<file path="config.mk">
export PLATFORM = sky130hd
export DESIGN_NAME = rstseq_top
export DESIGN_NICKNAME = d
export VERILOG_FILES = /design/src/hw/rstseq_pkg.sv /design/src/hw/rstseq_filter.sv /design/src/hw/rstseq_timer.sv /design/src/hw/rstseq_top.sv
export SDC_FILE = /design/constraint.sdc
export NUM_CORES = 1
export LEC_CHECK = 0
export ABC_AREA = 1
export ABC_CLOCK_PERIOD_IN_PS = 2300
export BUFFER_PORTS_ARGS = -buffer_cell sky130_fd_sc_hd__buf_2
export CAP_MARGIN = 20
export CELL_PAD_IN_SITES_DETAIL_PLACEMENT = 2
export CELL_PAD_IN_SITES_GLOBAL_PLACEMENT = 2
export CORE_ASPECT_RATIO = 2
export CORE_MARGIN = 3
export CORE_UTILIZATION = 33
export CTS_CLUSTER_DIAMETER = 40
export DETAILED_ROUTE_END_ITERATION = 10
export HOLD_SLACK_MARGIN = 0.1
export PLACE_DENSITY_LB_ADDON = 0.1
export SYNTH_ARGS = -nofsm -noshare
export SYNTH_HDL_FRONTEND = slang
export SYNTH_SLANG_ARGS = --single-unit
</file>
<file path="constraint.sdc">
create_clock -name aclk -period 2.3 [get_ports aclk]
set_input_delay 0 -clock aclk [delete_from_list [all_inputs] [get_ports aclk]]
set_output_delay 0 -clock aclk [all_outputs]
set_load 0.005 [all_outputs]
</file>
<file path="src/hw/rstseq_pkg.sv">
// Purpose: Shared constants, types and helpers of the reset and start-up sequencer
// Assumes: 10 MHz core clock; internal RC oscillator modelled as a clock divider
// Notes:   Register map is two 32-bit words on AXI4-Lite
package rstseq_pkg;

  ////////////////////////////////////////////////////////////////////////////////
  // Timing
  localparam int unsigned CLK_PERIOD_NS    = 100;
  localparam int unsigned INTOSC_PERIOD_NS = 1000;
  localparam int unsigned INTOSC_DIV_CYCLES =
    (INTOSC_PERIOD_NS + CLK_PERIOD_NS - 1) / CLK_PERIOD_NS;
  localparam int unsigned INTOSC_DIV_W     = 4;
  localparam int unsigned PUD_TIME_MS      = 72;
  localparam int unsigned PUD_TICKS        = PUD_TIME_MS * 1000000 / INTOSC_PERIOD_NS;
  localparam int unsigned TIMER_W          = 20;
  localparam int unsigned OSU_CYCLES       = 1024;
  localparam int unsigned CLEAR_FILT_NS    = 500;
  localparam int unsigned CLEAR_FILT_CYCLES =
    (CLEAR_FILT_NS + CLK_PERIOD_NS - 1) / CLK_PERIOD_NS;
  localparam int unsigned BROWNOUT_MIN_NS  = 100000;
  localparam int unsigned BROWNOUT_MIN_CYCLES =
    (BROWNOUT_MIN_NS + CLK_PERIOD_NS - 1) / CLK_PERIOD_NS;
  localparam int unsigned FILT_W           = 11;

  ////////////////////////////////////////////////////////////////////////////////
  // Register map
  localparam int unsigned AXI_ADDR_W  = 4;
  localparam int unsigned AXI_DATA_W  = 32;
  localparam logic [3:0]  ADDR_CONFIG = 4'h0;
  localparam logic [3:0]  ADDR_STATUS = 4'h4;
  localparam logic [1:0]  RESP_OKAY   = 2'h0;
  localparam logic [1:0]  RESP_SLVERR = 2'h2;

  localparam int unsigned CFG_OSC_LSB    = 0;
  localparam int unsigned CFG_PUD_N_BIT  = 2;
  localparam int unsigned CFG_BOD_BIT    = 3;
  localparam logic [3:0]  CFG_RESET      = 4'hF;

  localparam int unsigned ST_WDX_BIT     = 0;
  localparam int unsigned ST_SLEEP_BIT   = 1;
  localparam int unsigned ST_POR_BIT     = 2;
  localparam int unsigned ST_BROWN_BIT   = 3;
  localparam int unsigned ST_CAUSE_LSB   = 4;
  localparam int unsigned ST_HOLD_BIT    = 7;
  localparam int unsigned ST_RESET_BIT   = 8;

  ////////////////////////////////////////////////////////////////////////////////
  // Types
  typedef enum logic [1:0] {
    OSC_LOW_POWER_CRYSTAL  = 2'h0,
    OSC_CRYSTAL            = 2'h1,
    OSC_HIGH_SPEED_CRYSTAL = 2'h2,
    OSC_RES_CAP            = 2'h3
  } rstseq_osc_t;

  typedef enum logic [2:0] {
    CAUSE_POWER_ON       = 3'h0,
    CAUSE_CLEAR_RUN      = 3'h1,
    CAUSE_CLEAR_SLEEP    = 3'h2,
    CAUSE_WATCHDOG_RESET = 3'h3,
    CAUSE_WATCHDOG_WAKE  = 3'h4,
    CAUSE_BROWNOUT       = 3'h5
  } rstseq_cause_t;

  typedef enum logic [2:0] {
    S_OFF      = 3'h0,
    S_BROWNOUT = 3'h1,
    S_PUD      = 3'h2,
    S_OSU      = 3'h3,
    S_RUN      = 3'h4,
    S_WAKE     = 3'h5
  } rstseq_state_t;

  typedef enum logic [1:0] {
    SEL_NONE   = 2'h0,
    SEL_CONFIG = 2'h1,
    SEL_STATUS = 2'h2
  } rstseq_sel_t;

  function automatic logic rstseq_is_crystal(input rstseq_osc_t mode);
    return mode != OSC_RES_CAP;
  endfunction

  function automatic rstseq_sel_t rstseq_decode(input logic [AXI_ADDR_W-1:0] addr);
    if (addr == ADDR_CONFIG)
      return SEL_CONFIG;
    else if (addr == ADDR_STATUS)
      return SEL_STATUS;
    else
      return SEL_NONE;
  endfunction

endpackage

</file>
<file path="src/hw/rstseq_filter.sv">
// Purpose: Level qualifier; output rises after the input stays high long enough
// Assumes: Input synchronous to aclk
// Notes:   Output drops on the first clock edge after the input drops
`timescale 1ns/1ps
`default_nettype none
module rstseq_filter
  import rstseq_pkg::*;
#(
  parameter int unsigned CYCLES = 1
)(
  input  wire logic aclk,
  input  wire logic aresetn,
  input  wire logic raw,
  output var  logic filt_q
);

  logic [FILT_W-1:0] cnt_q;

  always_ff @(posedge aclk)
  begin
    if (!aresetn || !raw)
    begin
      cnt_q  <= '0;
      filt_q <= 1'b0;
    end
    else if (cnt_q == FILT_W'(CYCLES - 1))
      filt_q <= 1'b1;
    else
      cnt_q <= cnt_q + 1'b1;
  end

endmodule // rstseq_filter
`default_nettype wire

</file>
<file path="src/hw/rstseq_timer.sv">
// Purpose: One-shot delay counter stepped by an enable pulse
// Assumes: clear held while the timer is not in use
// Notes:   done_q holds until clear
`timescale 1ns/1ps
`default_nettype none
module rstseq_timer
  import rstseq_pkg::*;
#(
  parameter int unsigned LIMIT = 1
)(
  input  wire logic aclk,
  input  wire logic aresetn,
  input  wire logic clear,
  input  wire logic step,
  output var  logic done_q
);

  logic [TIMER_W-1:0] cnt_q;

  always_ff @(posedge aclk)
  begin
    if (!aresetn || clear)
    begin
      cnt_q  <= '0;
      done_q <= 1'b0;
    end
    else if (step && !done_q)
    begin
      if (cnt_q == TIMER_W'(LIMIT - 1))
        done_q <= 1'b1;
      else
        cnt_q <= cnt_q + 1'b1;
    end
  end

endmodule // rstseq_timer
`default_nettype wire

</file>
<file path="src/hw/rstseq_top.sv">
// Purpose: Reset cause tracking and power-up time-out sequencing
// Assumes: All pins synchronous to aclk; oscillator input sampled, edges counted
// Notes:   Registers: CONFIG at 0x0, STATUS at 0x4, AXI4-Lite slave
`timescale 1ns/1ps
`default_nettype none
module rstseq_top
  import rstseq_pkg::*;
#(
  parameter int unsigned PUD_TICKS_P = PUD_TICKS
)(
  input  wire logic                  aclk,
  input  wire logic                  aresetn,
  input  wire logic [AXI_ADDR_W-1:0] awaddr,
  input  wire logic                  awvalid,
  output var  logic                  awready,
  input  wire logic [AXI_DATA_W-1:0] wdata,
  input  wire logic [3:0]            wstrb,
  input  wire logic                  wvalid,
  output var  logic                  wready,
  output var  logic [1:0]            bresp,
  output var  logic                  bvalid,
  input  wire logic                  bready,
  input  wire logic [AXI_ADDR_W-1:0] araddr,
  input  wire logic                  arvalid,
  output var  logic                  arready,
  output var  logic [AXI_DATA_W-1:0] rdata,
  output var  logic [1:0]            rresp,
  output var  logic                  rvalid,
  input  wire logic                  rready,
  input  wire logic                  por_detect,
  input  wire logic                  brownout_below,
  input  wire logic                  master_clear_pin_n_i,
  output var  logic                  master_clear_pin_o,
  output var  logic                  master_clear_pin_oe,
  input  wire logic                  watchdog_timeout,
  input  wire logic                  sleep_active,
  input  wire logic                  oscillator_input_pin,
  output var  logic                  chip_reset_q,
  output var  logic                  core_hold_q,
  output var  logic                  wake_pulse_q
);

  ////////////////////////////////////////////////////////////////////////////////
  // Configuration register
  logic [3:0]    cfg_q;
  rstseq_osc_t   osc_mode;
  logic          pud_on;
  logic          xtal;
  logic          brownout_en;

  assign osc_mode    = rstseq_osc_t'(cfg_q[CFG_OSC_LSB +: 2]);
  assign xtal        = rstseq_is_crystal(osc_mode);
  assign brownout_en = cfg_q[CFG_BOD_BIT];
  // Brown-out forces the delay on, whatever the enable bit says
  assign pud_on      = !cfg_q[CFG_PUD_N_BIT] || brownout_en;

  ////////////////////////////////////////////////////////////////////////////////
  // Pin conditioning
  logic clear_filt;
  logic clear_prev_q;
  logic brownout_filt;
  logic osc_prev_q;
  logic osc_rise;

  rstseq_filter #(.CYCLES(CLEAR_FILT_CYCLES)) u_clear_filt (
    .aclk    (aclk),
    .aresetn (aresetn),
    .raw     (!master_clear_pin_n_i),
    .filt_q  (clear_filt)
  );

  rstseq_filter #(.CYCLES(BROWNOUT_MIN_CYCLES)) u_brown_filt (
    .aclk    (aclk),
    .aresetn (aresetn),
    .raw     (brownout_below && brownout_en),
    .filt_q  (brownout_filt)
  );

  always_ff @(posedge aclk)
  begin
    if (!aresetn)
    begin
      clear_prev_q <= 1'b0;
      osc_prev_q   <= 1'b0;
    end
    else
    begin
      clear_prev_q <= clear_filt;
      osc_prev_q   <= oscillator_input_pin;
    end
  end

  assign osc_rise = oscillator_input_pin && !osc_prev_q;

  // Pin is input only here: watchdog resets never reach the board
  assign master_clear_pin_o  = 1'b0;
  assign master_clear_pin_oe = 1'b0;

  ////////////////////////////////////////////////////////////////////////////////
  // Internal oscillator tick and timers
  logic [INTOSC_DIV_W-1:0] div_q;
  logic                    intosc_tick;
  rstseq_state_t           state_q;
  rstseq_state_t           state_d;
  logic                    pud_done;
  logic                    osu_done;

  always_ff @(posedge aclk)
  begin
    if (!aresetn || intosc_tick)
      div_q <= '0;
    else
      div_q <= div_q + 1'b1;
  end

  assign intosc_tick = div_q == INTOSC_DIV_W'(INTOSC_DIV_CYCLES - 1);

  // Cleared outside its state, so re-entry always restarts the full delay
  rstseq_timer #(.LIMIT(PUD_TICKS_P)) u_pud (
    .aclk    (aclk),
    .aresetn (aresetn),
    .clear   (state_q != S_PUD),
    .step    (intosc_tick),
    .done_q  (pud_done)
  );

  rstseq_timer #(.LIMIT(OSU_CYCLES)) u_osu (
    .aclk    (aclk),
    .aresetn (aresetn),
    .clear   (state_q != S_OSU && state_q != S_WAKE),
    .step    (osc_rise),
    .done_q  (osu_done)
  );

  ////////////////////////////////////////////////////////////////////////////////
  // Reset events
  rstseq_cause_t cause_q;
  logic          por_ev;
  logic          brown_ev;
  logic          clear_ev;
  logic          wdt_reset_ev;
  logic          wake_ev;

  assign por_ev       = state_q == S_OFF && por_detect;
  assign brown_ev     = brownout_filt && por_detect && state_q != S_OFF
                        && state_q != S_BROWNOUT;
  assign clear_ev     = clear_filt && !clear_prev_q;
  assign wdt_reset_ev = watchdog_timeout && state_q == S_RUN && !sleep_active;
  assign wake_ev      = watchdog_timeout && state_q == S_RUN && sleep_active;

  ////////////////////////////////////////////////////////////////////////////////
  // Sequencer
  always_comb
  begin
    state_d = state_q;
    if (!por_detect)
      state_d = S_OFF;
    else if (brownout_filt && state_q != S_OFF)
      state_d = S_BROWNOUT;
    else
    begin
      unique case (state_q)
        S_OFF:
          state_d = pud_on ? S_PUD : (xtal ? S_OSU : S_RUN);
        S_BROWNOUT:
          state_d = S_PUD;
        S_PUD:
          if (pud_done)
            state_d = (xtal && cause_q == CAUSE_POWER_ON) ? S_OSU : S_RUN;
        S_OSU, S_WAKE:
          if (osu_done)
            state_d = S_RUN;
        S_RUN:
          if (wake_ev && xtal)
            state_d = S_WAKE;
        default:
          state_d = S_OFF;
      endcase
    end
  end

  always_ff @(posedge aclk)
  begin
    if (!aresetn)
      state_q <= S_OFF;
    else
      state_q <= state_d;
  end

  // Timers run regardless of the clear pin; the pin only adds its own reset
  always_ff @(posedge aclk)
  begin
    if (!aresetn)
    begin
      chip_reset_q <= 1'b1;
      core_hold_q  <= 1'b1;
      wake_pulse_q <= 1'b0;
    end
    else
    begin
      chip_reset_q <= (state_d != S_RUN && state_d != S_WAKE)
                      || clear_filt || wdt_reset_ev;
      core_hold_q  <= state_d != S_RUN || clear_filt || wdt_reset_ev;
      wake_pulse_q <= wake_ev;
    end
  end

  ////////////////////////////////////////////////////////////////////////////////
  // Cause and status flags
  logic wdx_flag_q;
  logic sleep_flag_q;
  logic por_flag_q;
  logic brown_flag_q;
  logic sw_set_por;
  logic sw_set_brown;

  always_ff @(posedge aclk)
  begin
    if (!aresetn || por_ev)
    begin
      wdx_flag_q   <= 1'b1;
      sleep_flag_q <= 1'b1;
      cause_q      <= CAUSE_POWER_ON;
    end
    else if (brown_ev)
    begin
      wdx_flag_q   <= 1'b1;
      sleep_flag_q <= 1'b1;
      cause_q      <= CAUSE_BROWNOUT;
    end
    else if (clear_ev)
    begin
      cause_q <= sleep_active ? CAUSE_CLEAR_SLEEP : CAUSE_CLEAR_RUN;
      if (sleep_active)
      begin
        wdx_flag_q   <= 1'b1;
        sleep_flag_q <= 1'b0;
      end
    end
    else if (wdt_reset_ev)
    begin
      wdx_flag_q   <= 1'b0;
      sleep_flag_q <= 1'b1;
      cause_q      <= CAUSE_WATCHDOG_RESET;
    end
    else if (wake_ev)
    begin
      wdx_flag_q   <= 1'b0;
      sleep_flag_q <= 1'b0;
      cause_q      <= CAUSE_WATCHDOG_WAKE;
    end
  end

  // Hardware clear beats a software set in the same cycle
  always_ff @(posedge aclk)
  begin
    if (!aresetn)
    begin
      por_flag_q   <= 1'b0;
      brown_flag_q <= 1'b0;
    end
    else if (por_ev)
    begin
      por_flag_q   <= 1'b0;
      brown_flag_q <= brownout_en ? 1'b1 : brown_flag_q;
    end
    else
    begin
      por_flag_q   <= por_flag_q || sw_set_por;
      brown_flag_q <= brown_ev ? 1'b0 : (brown_flag_q || sw_set_brown);
    end
  end

  ////////////////////////////////////////////////////////////////////////////////
  // AXI4-Lite slave
  logic                  aw_hold_q;
  logic                  w_hold_q;
  logic [AXI_ADDR_W-1:0] awaddr_q;
  logic [AXI_DATA_W-1:0] wdata_q;
  logic [3:0]            wstrb_q;
  logic                  do_write;
  rstseq_sel_t           wsel;
  logic [AXI_DATA_W-1:0] status_word;

  assign awready  = !aw_hold_q && !bvalid;
  assign wready   = !w_hold_q && !bvalid;
  assign arready  = !rvalid;
  assign do_write = aw_hold_q && w_hold_q && !bvalid;
  assign wsel     = rstseq_decode(awaddr_q);

  assign sw_set_por   = do_write && wsel == SEL_STATUS && wstrb_q[0] && wdata_q[ST_POR_BIT];
  assign sw_set_brown = do_write && wsel == SEL_STATUS && wstrb_q[0] && wdata_q[ST_BROWN_BIT];

  always_comb
  begin
    status_word                       = '0;
    status_word[ST_WDX_BIT]           = wdx_flag_q;
    status_word[ST_SLEEP_BIT]         = sleep_flag_q;
    status_word[ST_POR_BIT]           = por_flag_q;
    status_word[ST_BROWN_BIT]         = brown_flag_q;
    status_word[ST_CAUSE_LSB +: 3]    = cause_q;
    status_word[ST_HOLD_BIT]          = core_hold_q;
    status_word[ST_RESET_BIT]         = chip_reset_q;
  end

  always_ff @(posedge aclk)
  begin
    if (!aresetn)
    begin
      aw_hold_q <= 1'b0;
      w_hold_q  <= 1'b0;
      awaddr_q  <= '0;
      wdata_q   <= '0;
      wstrb_q   <= '0;
    end
    else
    begin
      if (awvalid && awready)
      begin
        aw_hold_q <= 1'b1;
        awaddr_q  <= awaddr;
      end
      else if (do_write)
        aw_hold_q <= 1'b0;
      if (wvalid && wready)
      begin
        w_hold_q <= 1'b1;
        wdata_q  <= wdata;
        wstrb_q  <= wstrb;
      end
      else if (do_write)
        w_hold_q <= 1'b0;
    end
  end

  always_ff @(posedge aclk)
  begin
    if (!aresetn)
      cfg_q <= CFG_RESET;
    else if (do_write && wsel == SEL_CONFIG && wstrb_q[0])
      cfg_q <= wdata_q[3:0];
  end

  always_ff @(posedge aclk)
  begin
    if (!aresetn)
    begin
      bvalid <= 1'b0;
      bresp  <= RESP_OKAY;
    end
    else if (do_write)
    begin
      bvalid <= 1'b1;
      bresp  <= (wsel == SEL_NONE) ? RESP_SLVERR : RESP_OKAY;
    end
    else if (bready)
      bvalid <= 1'b0;
  end

  always_ff @(posedge aclk)
  begin
    if (!aresetn)
    begin
      rvalid <= 1'b0;
      rdata  <= '0;
      rresp  <= RESP_OKAY;
    end
    else if (arvalid && arready)
    begin
      rvalid <= 1'b1;
      unique case (rstseq_decode(araddr))
        SEL_CONFIG:
        begin
          rdata <= {28'h0000000, cfg_q};
          rresp <= RESP_OKAY;
        end
        SEL_STATUS:
        begin
          rdata <= status_word;
          rresp <= RESP_OKAY;
        end
        default:
        begin
          rdata <= '0;
          rresp <= RESP_SLVERR;
        end
      endcase
    end
    else if (rready)
      rvalid <= 1'b0;
  end
endmodule // rstseq_top
`default_nettype wire

</file>
## Yosys cells after proc, flatten, opt, wreduce, memory -nomap -nowiden

Cells that the tools add are included.

| cells by class | value |
|---|---|
| $add $sub $neg | 5 |
| eq/ne operators | 25 |
| multiplexer cells | 40 |
| bitwise operators | 3 |
| reductions and logical operators | 76 |

Operators with widths:

| kind | number |
|---|---|
| 20-bit by 1-bit adder with 20-bit output (second input constant) | 2 |
| 3-bit two-way mux | 12 |
| 1-bit logical AND | 30 |
| 11-bit by 1-bit adder with 11-bit output (second input constant) | 2 |
| 20-bit by 10-bit == test with 1-bit output (second input constant) | 1 |
| 20-bit by 17-bit == test with 1-bit output (second input constant) | 1 |
| 2-bit two-way mux | 9 |
| 9-bit one-hot mux with 2 select lines | 1 |
| 1-bit two-way mux | 17 |
| 3-bit one-hot mux with 5 select lines | 1 |
| 1-bit logical OR | 13 |
| 1-bit zero test | 12 |
| 11-bit by 10-bit == test with 1-bit output (second input constant) | 1 |
| 11-bit by 3-bit == test with 1-bit output (second input constant) | 1 |
| 2-bit AND reduction | 5 |
| 3-bit != test (second input constant) | 3 |
| 4-bit by 3-bit == test with 1-bit output (second input constant) | 2 |
| 4-bit zero test | 2 |
| 2-bit nonzero test | 4 |
| 2-bit OR reduction | 4 |
| 3-bit by 2-bit == test with 1-bit output (second input constant) | 2 |
| 3-bit == test (second input constant) | 2 |
| 3-bit zero test | 2 |
| 2-bit != test (second input constant) | 3 |
| 11 further kinds | 17 |

| word-level totals | value |
|---|---|
| register bits after elaboration | 138 |
| input bits | 57 |
| output and inout bits | 46 |
| logic and storage cells | 181 |

## Depth between registers and ports, before layout

Gate-level depths: netlist of run 1.

| depth | value |
|---|---|
| depth in word-level cells | 12 |
| mapped depth | 12 |
| depth with buffers taken out | 11 |

## Modules after synthesis

From an unflattened synthesis of run 1, not the netlist that was laid out.

| unflattened totals | value |
|---|---|
| cells, all modules | 905 |
| area, all modules | 6095.8 sq um |

Modules (own cells, without submodules):

| module | times used | cells an instance | area an instance (sq um) | seq. area each (sq um) |
|---|---|---|---|---|
| rstseq_top | 1 | 311 | 2229.6 | 940.9 |
| rstseq_timer (u_osu) | 1 | 197 | 1306.3 | 420.4 |
| rstseq_timer (u_pud) | 1 | 209 | 1297.5 | 420.4 |
| rstseq_filter (u_brown_filt) | 1 | 98 | 645.6 | 240.2 |
| rstseq_filter (u_clear_filt) | 1 | 90 | 616.8 | 240.2 |

## Least setup slack after synthesis of run 1

No wires, ideal clock.

| path | value |
|---|---|
| path kind | flip-flop to flip-flop |
| from | register u_pud.cnt_q[0] |
| to | register u_pud.cnt_q[2] |
| library setup time | 115 ps |
| data arrival time | 1472 ps |
| required time | 2185 ps |
| path slack | 713 ps |
| stages on the path, launching flop included | 10 |
| path buffers | 1 |
| period minus slack after synthesis | 1587 ps |
| path through | dfxtp_1 -> ha_1 -> nand2_2 -> nor2_4 -> nand3_2 -> nor2_1 -> nor2_1 -> buf_2 -> a21oi_1 -> nor2_1 |

| between the ends | value |
|---|---|
| cells in the longest elaborated chain, start to end | 3 |
| elaborated cells on any way between the ends | 4 |
| classes of those cells | add/sub (1); eq/ne (1); bitwise (1); reduce/logical (1) |

Ends and longest elaborated chain:

| what | RTL line | source |
|---|---|---|
| start, declared | rstseq_timer.sv:18 | `logic [TIMER_W-1:0] cnt_q;` |
| start signal, assigned | rstseq_timer.sv:32 | `cnt_q <= cnt_q + 1'b1;` |
| branches (longest 3 deep; another with 20-bit by 1-bit adder with 20-bit output) | -- |  |

Several ways; the timed one is not identified.
A chain may end at the register's enable or synchronous reset.

## Worst setup path after layout of run 1

| path | value |
|---|---|
| from | register bvalid |
| to | register wdata_q[2] |

| between the ends | value |
|---|---|
| cells in the longest elaborated chain, start to end | 3 |

Ends and longest elaborated chain:

| what | RTL line | source |
|---|---|---|
| start, declared | rstseq_top.sv:21 | `output var logic bvalid,` |
| start signal, assigned | rstseq_top.sv:348 | `bvalid <= 1'b0;` |
| start signal, assigned | rstseq_top.sv:353 | `bvalid <= 1'b1;` |
| start signal, assigned | rstseq_top.sv:357 | `bvalid <= 1'b0;` |
| 1-bit zero test | rstseq_top.sv:286 | `assign wready = !w_hold_q && !bvalid;` |
| 1-bit logical AND | rstseq_top.sv:286 |  |
| 1-bit logical AND | rstseq_top.sv:325 | `if (wvalid && wready)` |
| end signal, assigned | rstseq_top.sv:328 | `wdata_q <= wdata;` |
| end, declared | rstseq_top.sv:279 | `logic [AXI_DATA_W-1:0] wdata_q;` |

Every way passes these cells.

==> parameters.txt, run 1 <==
Parameter                              Value

Run status
  Result of the run    complete, no violations

Flow run
  Max_cap viols    0

Global routing
  Maximum number of pins on one net before global-route repair    22
  Wire length of the first global-routing pass    33.8 mm
  Congestion Overflow GR    0
  Global router's overall resource usage    22.5%
  Number of antenna violations at the first check in global routing    0
  Via count of the first global-routing pass    6,780

STA
  Shortest period the worst path allows    2220 ps
  Number of setup violations in the final report    0
  Part of the cycle the worst path needs    96.7%
  RSZ-0062 raised after global routing    yes
  Final Hold Viols    0
  Slew at the pin closest to its max-slew limit    738 ps
  Setup TNS    0 ps
  Pins over their slew limit    0
  Largest clock skew in the final design    7.55 ps
  Max-Slew Margin vs Limit    50.7%
  Maximum clock rate    0.450 GHz

Synth
  Post-synthesis sequential area ratio    39.3%
  Ranking of synthesized cells by instance count    230 x sky130_fd_sc_hd__nand2_1, 124 x sky130_fd_sc_hd__nor2_1, 113 x sky130_fd_sc_hd__dfxtp_1
  Count of cell types in the netlist    38
  Mapped Area    0.00576 mm^2
  Most used DFF post-synth    sky130_fd_sc_hd__dfxtp_1
  Number of warnings issued by yosys    0
  Most frequent cell after synthesis    sky130_fd_sc_hd__nand2_1
  Number of enable flip-flop cells after synthesis    0
  Top area cells in the synthesized netlist    sky130_fd_sc_hd__dfxtp_1 39%, sky130_fd_sc_hd__nand2_1 15%, sky130_fd_sc_hd__nor2_1 8.1%
  Synthesized area per cell    6.78 um^2
  Yosys top cell area share    39.3%
  Synth area leader    sky130_fd_sc_hd__dfxtp_1
  Post-synthesis cell count    849
  Post-synthesis sequential element count    113
  Share of synthesized registers carrying an async set or reset    0%

Placement
  Placed cell count    1,095
  Hpwl dp    14.6 mm
  IO Port Bufs    44
  Routability-driven placement congestion ratio    0.819

Floorplan
  Die Area    0.0192 mm^2
  Die Span X    99.4 um
  I/O pin cnt    103
  Placeable Area    0.0169 mm^2
  Vertical die dimension    193 um
  Initial cell density of the core    34.0%
  Placement row count    67

Drt
  Remaining design rule violation count    0
  Total length of routed wires    20.4 mm
  Vias per cell    5.02
  Drt wl/cell    17.5 um
  Total number of vias    5,838
  Total iterations of the first detailed-routing run    4
  Post-DRT Antenna Nets    0
  DRC violation total after the first TritonRoute iteration    86

Power and ir drop
  Pwr Density    742 mW/mm^2
  Maximum ir drop on the vdd rail    389 uV
  Static leakage    2.89 nW

Cells and area
  Multi-input logic area    0.00297 mm^2
  Syn-to-layout area delta    24.6%
  Number of nets in the layout    1,009
  Number of fill cells    2,034
  Fin cells    1,164
  Register area    0.00226 mm^2
  Fraction of final layout cells sized beyond drive strength 1    11.4%
  Diode insertion count for antenna repair    0

Setup path
  Largest incremental delay on the critical path    580 ps
  Data required time of the critical path    2610 ps
  Start-to-end type of the worst setup path    reg -> reg
  Startpoint Class    flop
  Cells along the critical path    nor2_1, nand2_2, o21ai_0, dlygate4sd3_1, a21oi_1, dlygate4sd3_1
  Cell with the largest stage delay on the worst path    sky130_fd_sc_hd__dlygate4sd3_1
  Type of destination of the critical path    flop
  Most common cell on crit path    sky130_fd_sc_hd__dlygate4sd3_1
  Arrival time at the worst endpoint    2530 ps
  Worst-path maximum fanout    11

Clock tree
  # H-tree levels    4
  Clock latency at the later pin of the worst-skew pair    420 ps
  Clock tree from TritonCTS    done
  Sink count of the clock tree    113
  Number of CTS-inserted buffers    17
  Post-CTS Repair Setup Buffers    0
  Maximum clock insertion buffer count    2
  Clock transition at the registers of the reported paths    60 ps
  Root Buffer    sky130_fd_sc_hd__clkbuf_16

Hold path
  Tightest Hold Check Type    in -> reg
## power by group
group	total [mW]	internal, mW	switching, mW
clock	2.98	2.00	0.986
combinational	0.308	0.126	0.182
sequential	2.03	2.00	0.0283
## final cells by class
type,instances,area share [%]
flip-flops and latches,113,31.5
repair buffers,94,9.80
clock inverters,10,2.53
clock buffers,21,6.56
multi-input cells,632,41.4
inverters,87,4.55
well taps,207,3.61
## repair_timing
item,CTS,global route
hold buffers,38,0
resized for setup,0,2
endpoints found under the setup margin,0,6
hold endpoints to repair,42,0
## final timing paths
path / startpoint / end / slack (ps) / cells past startpoint
worst max-delay path: bvalid / wdata_q[2] / 80 / 6
worst min-delay path: araddr[2] / rdata[5] / 110 / 4
worst max register to register: bvalid / wdata_q[2] / 80 / 6
worst min register to register: por_flag_q / por_flag_q / 460 / 2
## through the flow
stage / util [%] / worst slack [ps] / hold WS, ps / instance area, um^2 / power, mW
2_1_floorplan: - / 713 / 97.6 / 5850 / 2.24
3_3_place_gp: 36.2 / 255 / 224 / 6140 / 2.29
3_5_place_dp: 36.2 / 164 / 238 / 6140 / 2.31
4_1_cts: 42.3 / 61.5 / 108 / 7170 / 5.36
5_1_grt: 42.4 / -29.6 / 165 / 7170 / 5.50
6_report: 42.4 / 76.0 / 107 / 7170 / 5.32
## cells in the final DEF (no fill, tap or decap), drive strengths merged, types with 7 or more instances in the layout
cell type,instances
nand2,236
dfxtp,113
nand3,46
xor2,19
dlygate4sd3,38
clkbuf,21
ha,7
nor3,13
xnor2,10
inv,85
o21ai,37
nand4,8
conb,27
a21oi,79
nor2,127
buf,56
## critical path: cells and delay by family (launching register included)
family	cells	cell delay [ps]
flops	1	350
simple gates	2	380
compound gates	2	250
buf+inv	2	1150
## state kept, by name (all words and copies together) (netlist names), 3 cells and up
name	flops
state_q	3
div_q	4
u_clear_filt.cnt_q	11
cause_q	3
u_pud.cnt_q	20
u_osu.cnt_q	20
cfg_q	4
u_brown_filt.cnt_q	11
rdata	9
wdata_q	4
awaddr_q	4
## routing by layer
layer / GRT usage (%) / up-vias / part of all wire, %
li1: - / 2833 / -
met1: 19.8 / 2910 / 33
met2: 48.2 / 62 / 63
met3: 3.87 / 33 / 1.7
met4: 7.94 / 0 / 2.4
met5: 0 / - / 0
## cells by family after synthesis
| group | count (synthesis) | synth area share, % |
|---|---|---|
| buffers and inverters | 130 | 10.9 |
| other | 1 | 0.0652 |
| adder cells (fa/ha/maj) | 7 | 1.52 |
| XOR/XNOR | 29 | 4.41 |
| AO/OA/AOI/OAI | 130 | 12.3 |
| flip-flops | 113 | 39.3 |
| AND/OR/NAND/NOR | 439 | 31.6 |
Note: power is estimated with default switching activity, not from simulation.
==> inputs of run 2 (changes only) <==
--- a/config.mk
+++ b/config.mk
@@ -16,8 +16,9 @@
 export CORE_UTILIZATION = 33
 export CTS_CLUSTER_DIAMETER = 40
 export DETAILED_ROUTE_END_ITERATION = 10
+export GPL_TIMING_DRIVEN = 0
 export HOLD_SLACK_MARGIN = 0.1
-export PLACE_DENSITY_LB_ADDON = 0.1
+export PLACE_DENSITY = 0.95
 export SYNTH_ARGS = -nofsm -noshare
 export SYNTH_HDL_FRONTEND = slang
 export SYNTH_SLANG_ARGS = --single-unit
==> run 2 against run 1 <==
Register-to-register slack got worse by 20 ps. Hold slack got worse by 9.8 ps. Critical path depth increased by 3. Total power increased by 10%. Clock skew increased by 6.4 ps. Non-clock buffer count increased by 20.
==> parameters.txt, run 2 (synthesized netlist as in run 1, its figures left out) <==
Parameter                              Value

Floorplan
  Die Span X    99.4 um
  Vertical die dimension    193 um
  Initial cell density of the core    34.0%
  Die Area    0.0192 mm^2
  I/O pin cnt    103
  Placement row count    67
  Placeable Area    0.0169 mm^2

Hold path
  Tightest Hold Check Type    in -> reg

Clock tree
  Clock transition at the registers of the reported paths    70 ps
  Clock latency at the later pin of the worst-skew pair    460 ps
  # H-tree levels    4
  Sink count of the clock tree    113
  Number of CTS-inserted buffers    17
  Maximum clock insertion buffer count    2
  Root Buffer    sky130_fd_sc_hd__clkbuf_16
  Clock tree from TritonCTS    done

Global routing
  Wire length of the first global-routing pass    48.6 mm
  Global router's overall resource usage    34.4%
  Via count of the first global-routing pass    7,764
  Maximum number of pins on one net before global-route repair    17
  Number of antenna violations at the first check in global routing    1
  Congestion Overflow GR    0

STA
  Largest clock skew in the final design    13.9 ps
  Max-Slew Margin vs Limit    45.9%
  Pins over their slew limit    0
  Slew at the pin closest to its max-slew limit    805 ps
  Least setup slack across all paths after layout    57.1 ps
  Shortest period the worst path allows    2240 ps
  Part of the cycle the worst path needs    97.5%
  Number of setup violations in the final report    0
  Final Hold Viols    0
  Maximum clock rate    0.446 GHz
  Setup TNS    0 ps

Drt
  Remaining design rule violation count    0
  Drt wl/cell    27.2 um
  Total length of routed wires    32.3 mm
  Vias per cell    5.66
  Post-DRT Antenna Nets    0
  Total iterations of the first detailed-routing run    5
  Total number of vias    6,712
  DRC violation total after the first TritonRoute iteration    412

Setup path
  Arrival time at the worst endpoint    2570 ps
  Type of destination of the critical path    flop
  Startpoint Class    flop
  Data required time of the critical path    2630 ps
  Worst-path maximum fanout    10
  Start-to-end type of the worst setup path    reg -> reg

Placement
  Hpwl dp    16.2 mm
  Worst-case setup slack after placement    129 ps
  IO Port Bufs    44
  Routability-driven placement congestion ratio    0.853

Flow run
  Max_cap viols    0

Power and ir drop
  Static leakage    3.01 nW
  Final total power    5.87 mW
  Maximum ir drop on the vdd rail    696 uV
  Pwr Density    799 mW/mm^2

Cells and area
  Fraction of final layout cells sized beyond drive strength 1    14.2%
  Most used cells in the layout excluding fill and tap cells    230 x sky130_fd_sc_hd__nand2_1, 124 x sky130_fd_sc_hd__nor2_1, 113 x sky130_fd_sc_hd__dfxtp_1, 84 x sky130_fd_sc_hd__inv_1, 74 x sky130_fd_sc_hd__a21oi_1
  Number of nets in the layout    1,029
  Syn-to-layout area delta    27.7%
  Most common cell after layout, fill and taps aside    sky130_fd_sc_hd__nand2_1
  Registers with the highest flip-flop counts    u_osu.cnt_q: 20 flops, u_pud.cnt_q: 20 flops

Run status
  Result of the run    complete, no violations
-- run 2: cell type report --
cell class	instances	area (um^2)
fillers	2021	9580
clock buffers	23	498
plain buffers	43	302
diodes	1	2.50
inverters	87	327
clock inverters	9	223
flip-flops and latches	113	2260
multi-input cells	632	2990
repair buffers	71	488
well taps	207	259
-- run 2: report_power, final --
group | switching [mW] | internal (mW)
combinational | 0.236 | 0.142
sequential | 0.0383 | 2.00
clock | 1.17 | 2.29
-- run 2: critical path, cell delays in order, from the launching register on --
cell and delay (ps):
sky130_fd_sc_hd__dfxtp_1 510, sky130_fd_sc_hd__ha_4 250, sky130_fd_sc_hd__nand2_2 90, sky130_fd_sc_hd__nor2_4 190
sky130_fd_sc_hd__nand3_2 140, sky130_fd_sc_hd__nor2_1 220, sky130_fd_sc_hd__nor2_1 150, sky130_fd_sc_hd__buf_2 230
sky130_fd_sc_hd__a21oi_1 220, sky130_fd_sc_hd__nor2_1 100
-- run 2: metrics by stage --
step	hold slack (ps)	cell area (um^2)	cells	utilization, %
after detailed placement	235	6330	1126	37.4
final	97.6	7350	1186	43.4
after global placement	202	6330	1126	37.4
after global routing	136	7350	1186	43.4
after CTS	102	7310	1184	43.2
after floorplan	97.6	5850	875	-
-- run 2: layer usage --
layer  vias to the layer above  wire length, um  track usage (%)
met2                       287            17900             66.3
met5                         -                0                0
met4                         0             2570             23.9
met3                       168             1190             7.49
met1                      3365            10600             30.9
li1                       2892                -                -
-- run 2: path summary, 6_finish.rpt --
check | endpoint | slack [ps] | start | depth (start not counted)
max reg2reg | u_pud.cnt_q[2] | 60 | u_pud.cnt_q[0] | 9
min reg2reg | wdata_q[0] | 480 | wdata_q[0] | 2
max | u_pud.cnt_q[2] | 60 | u_pud.cnt_q[0] | 9
min | rdata[7] | 100 | arvalid | 4
-- run 2: what timing repair did --
item | 4_1_cts | 5_1_grt
hold endpoints to repair | 34 | 0
endpoints found under the setup margin | 0 | 18
gates resized for setup | 0 | 8
buffers inserted | 0 | 1
hold buffers | 26 | 0
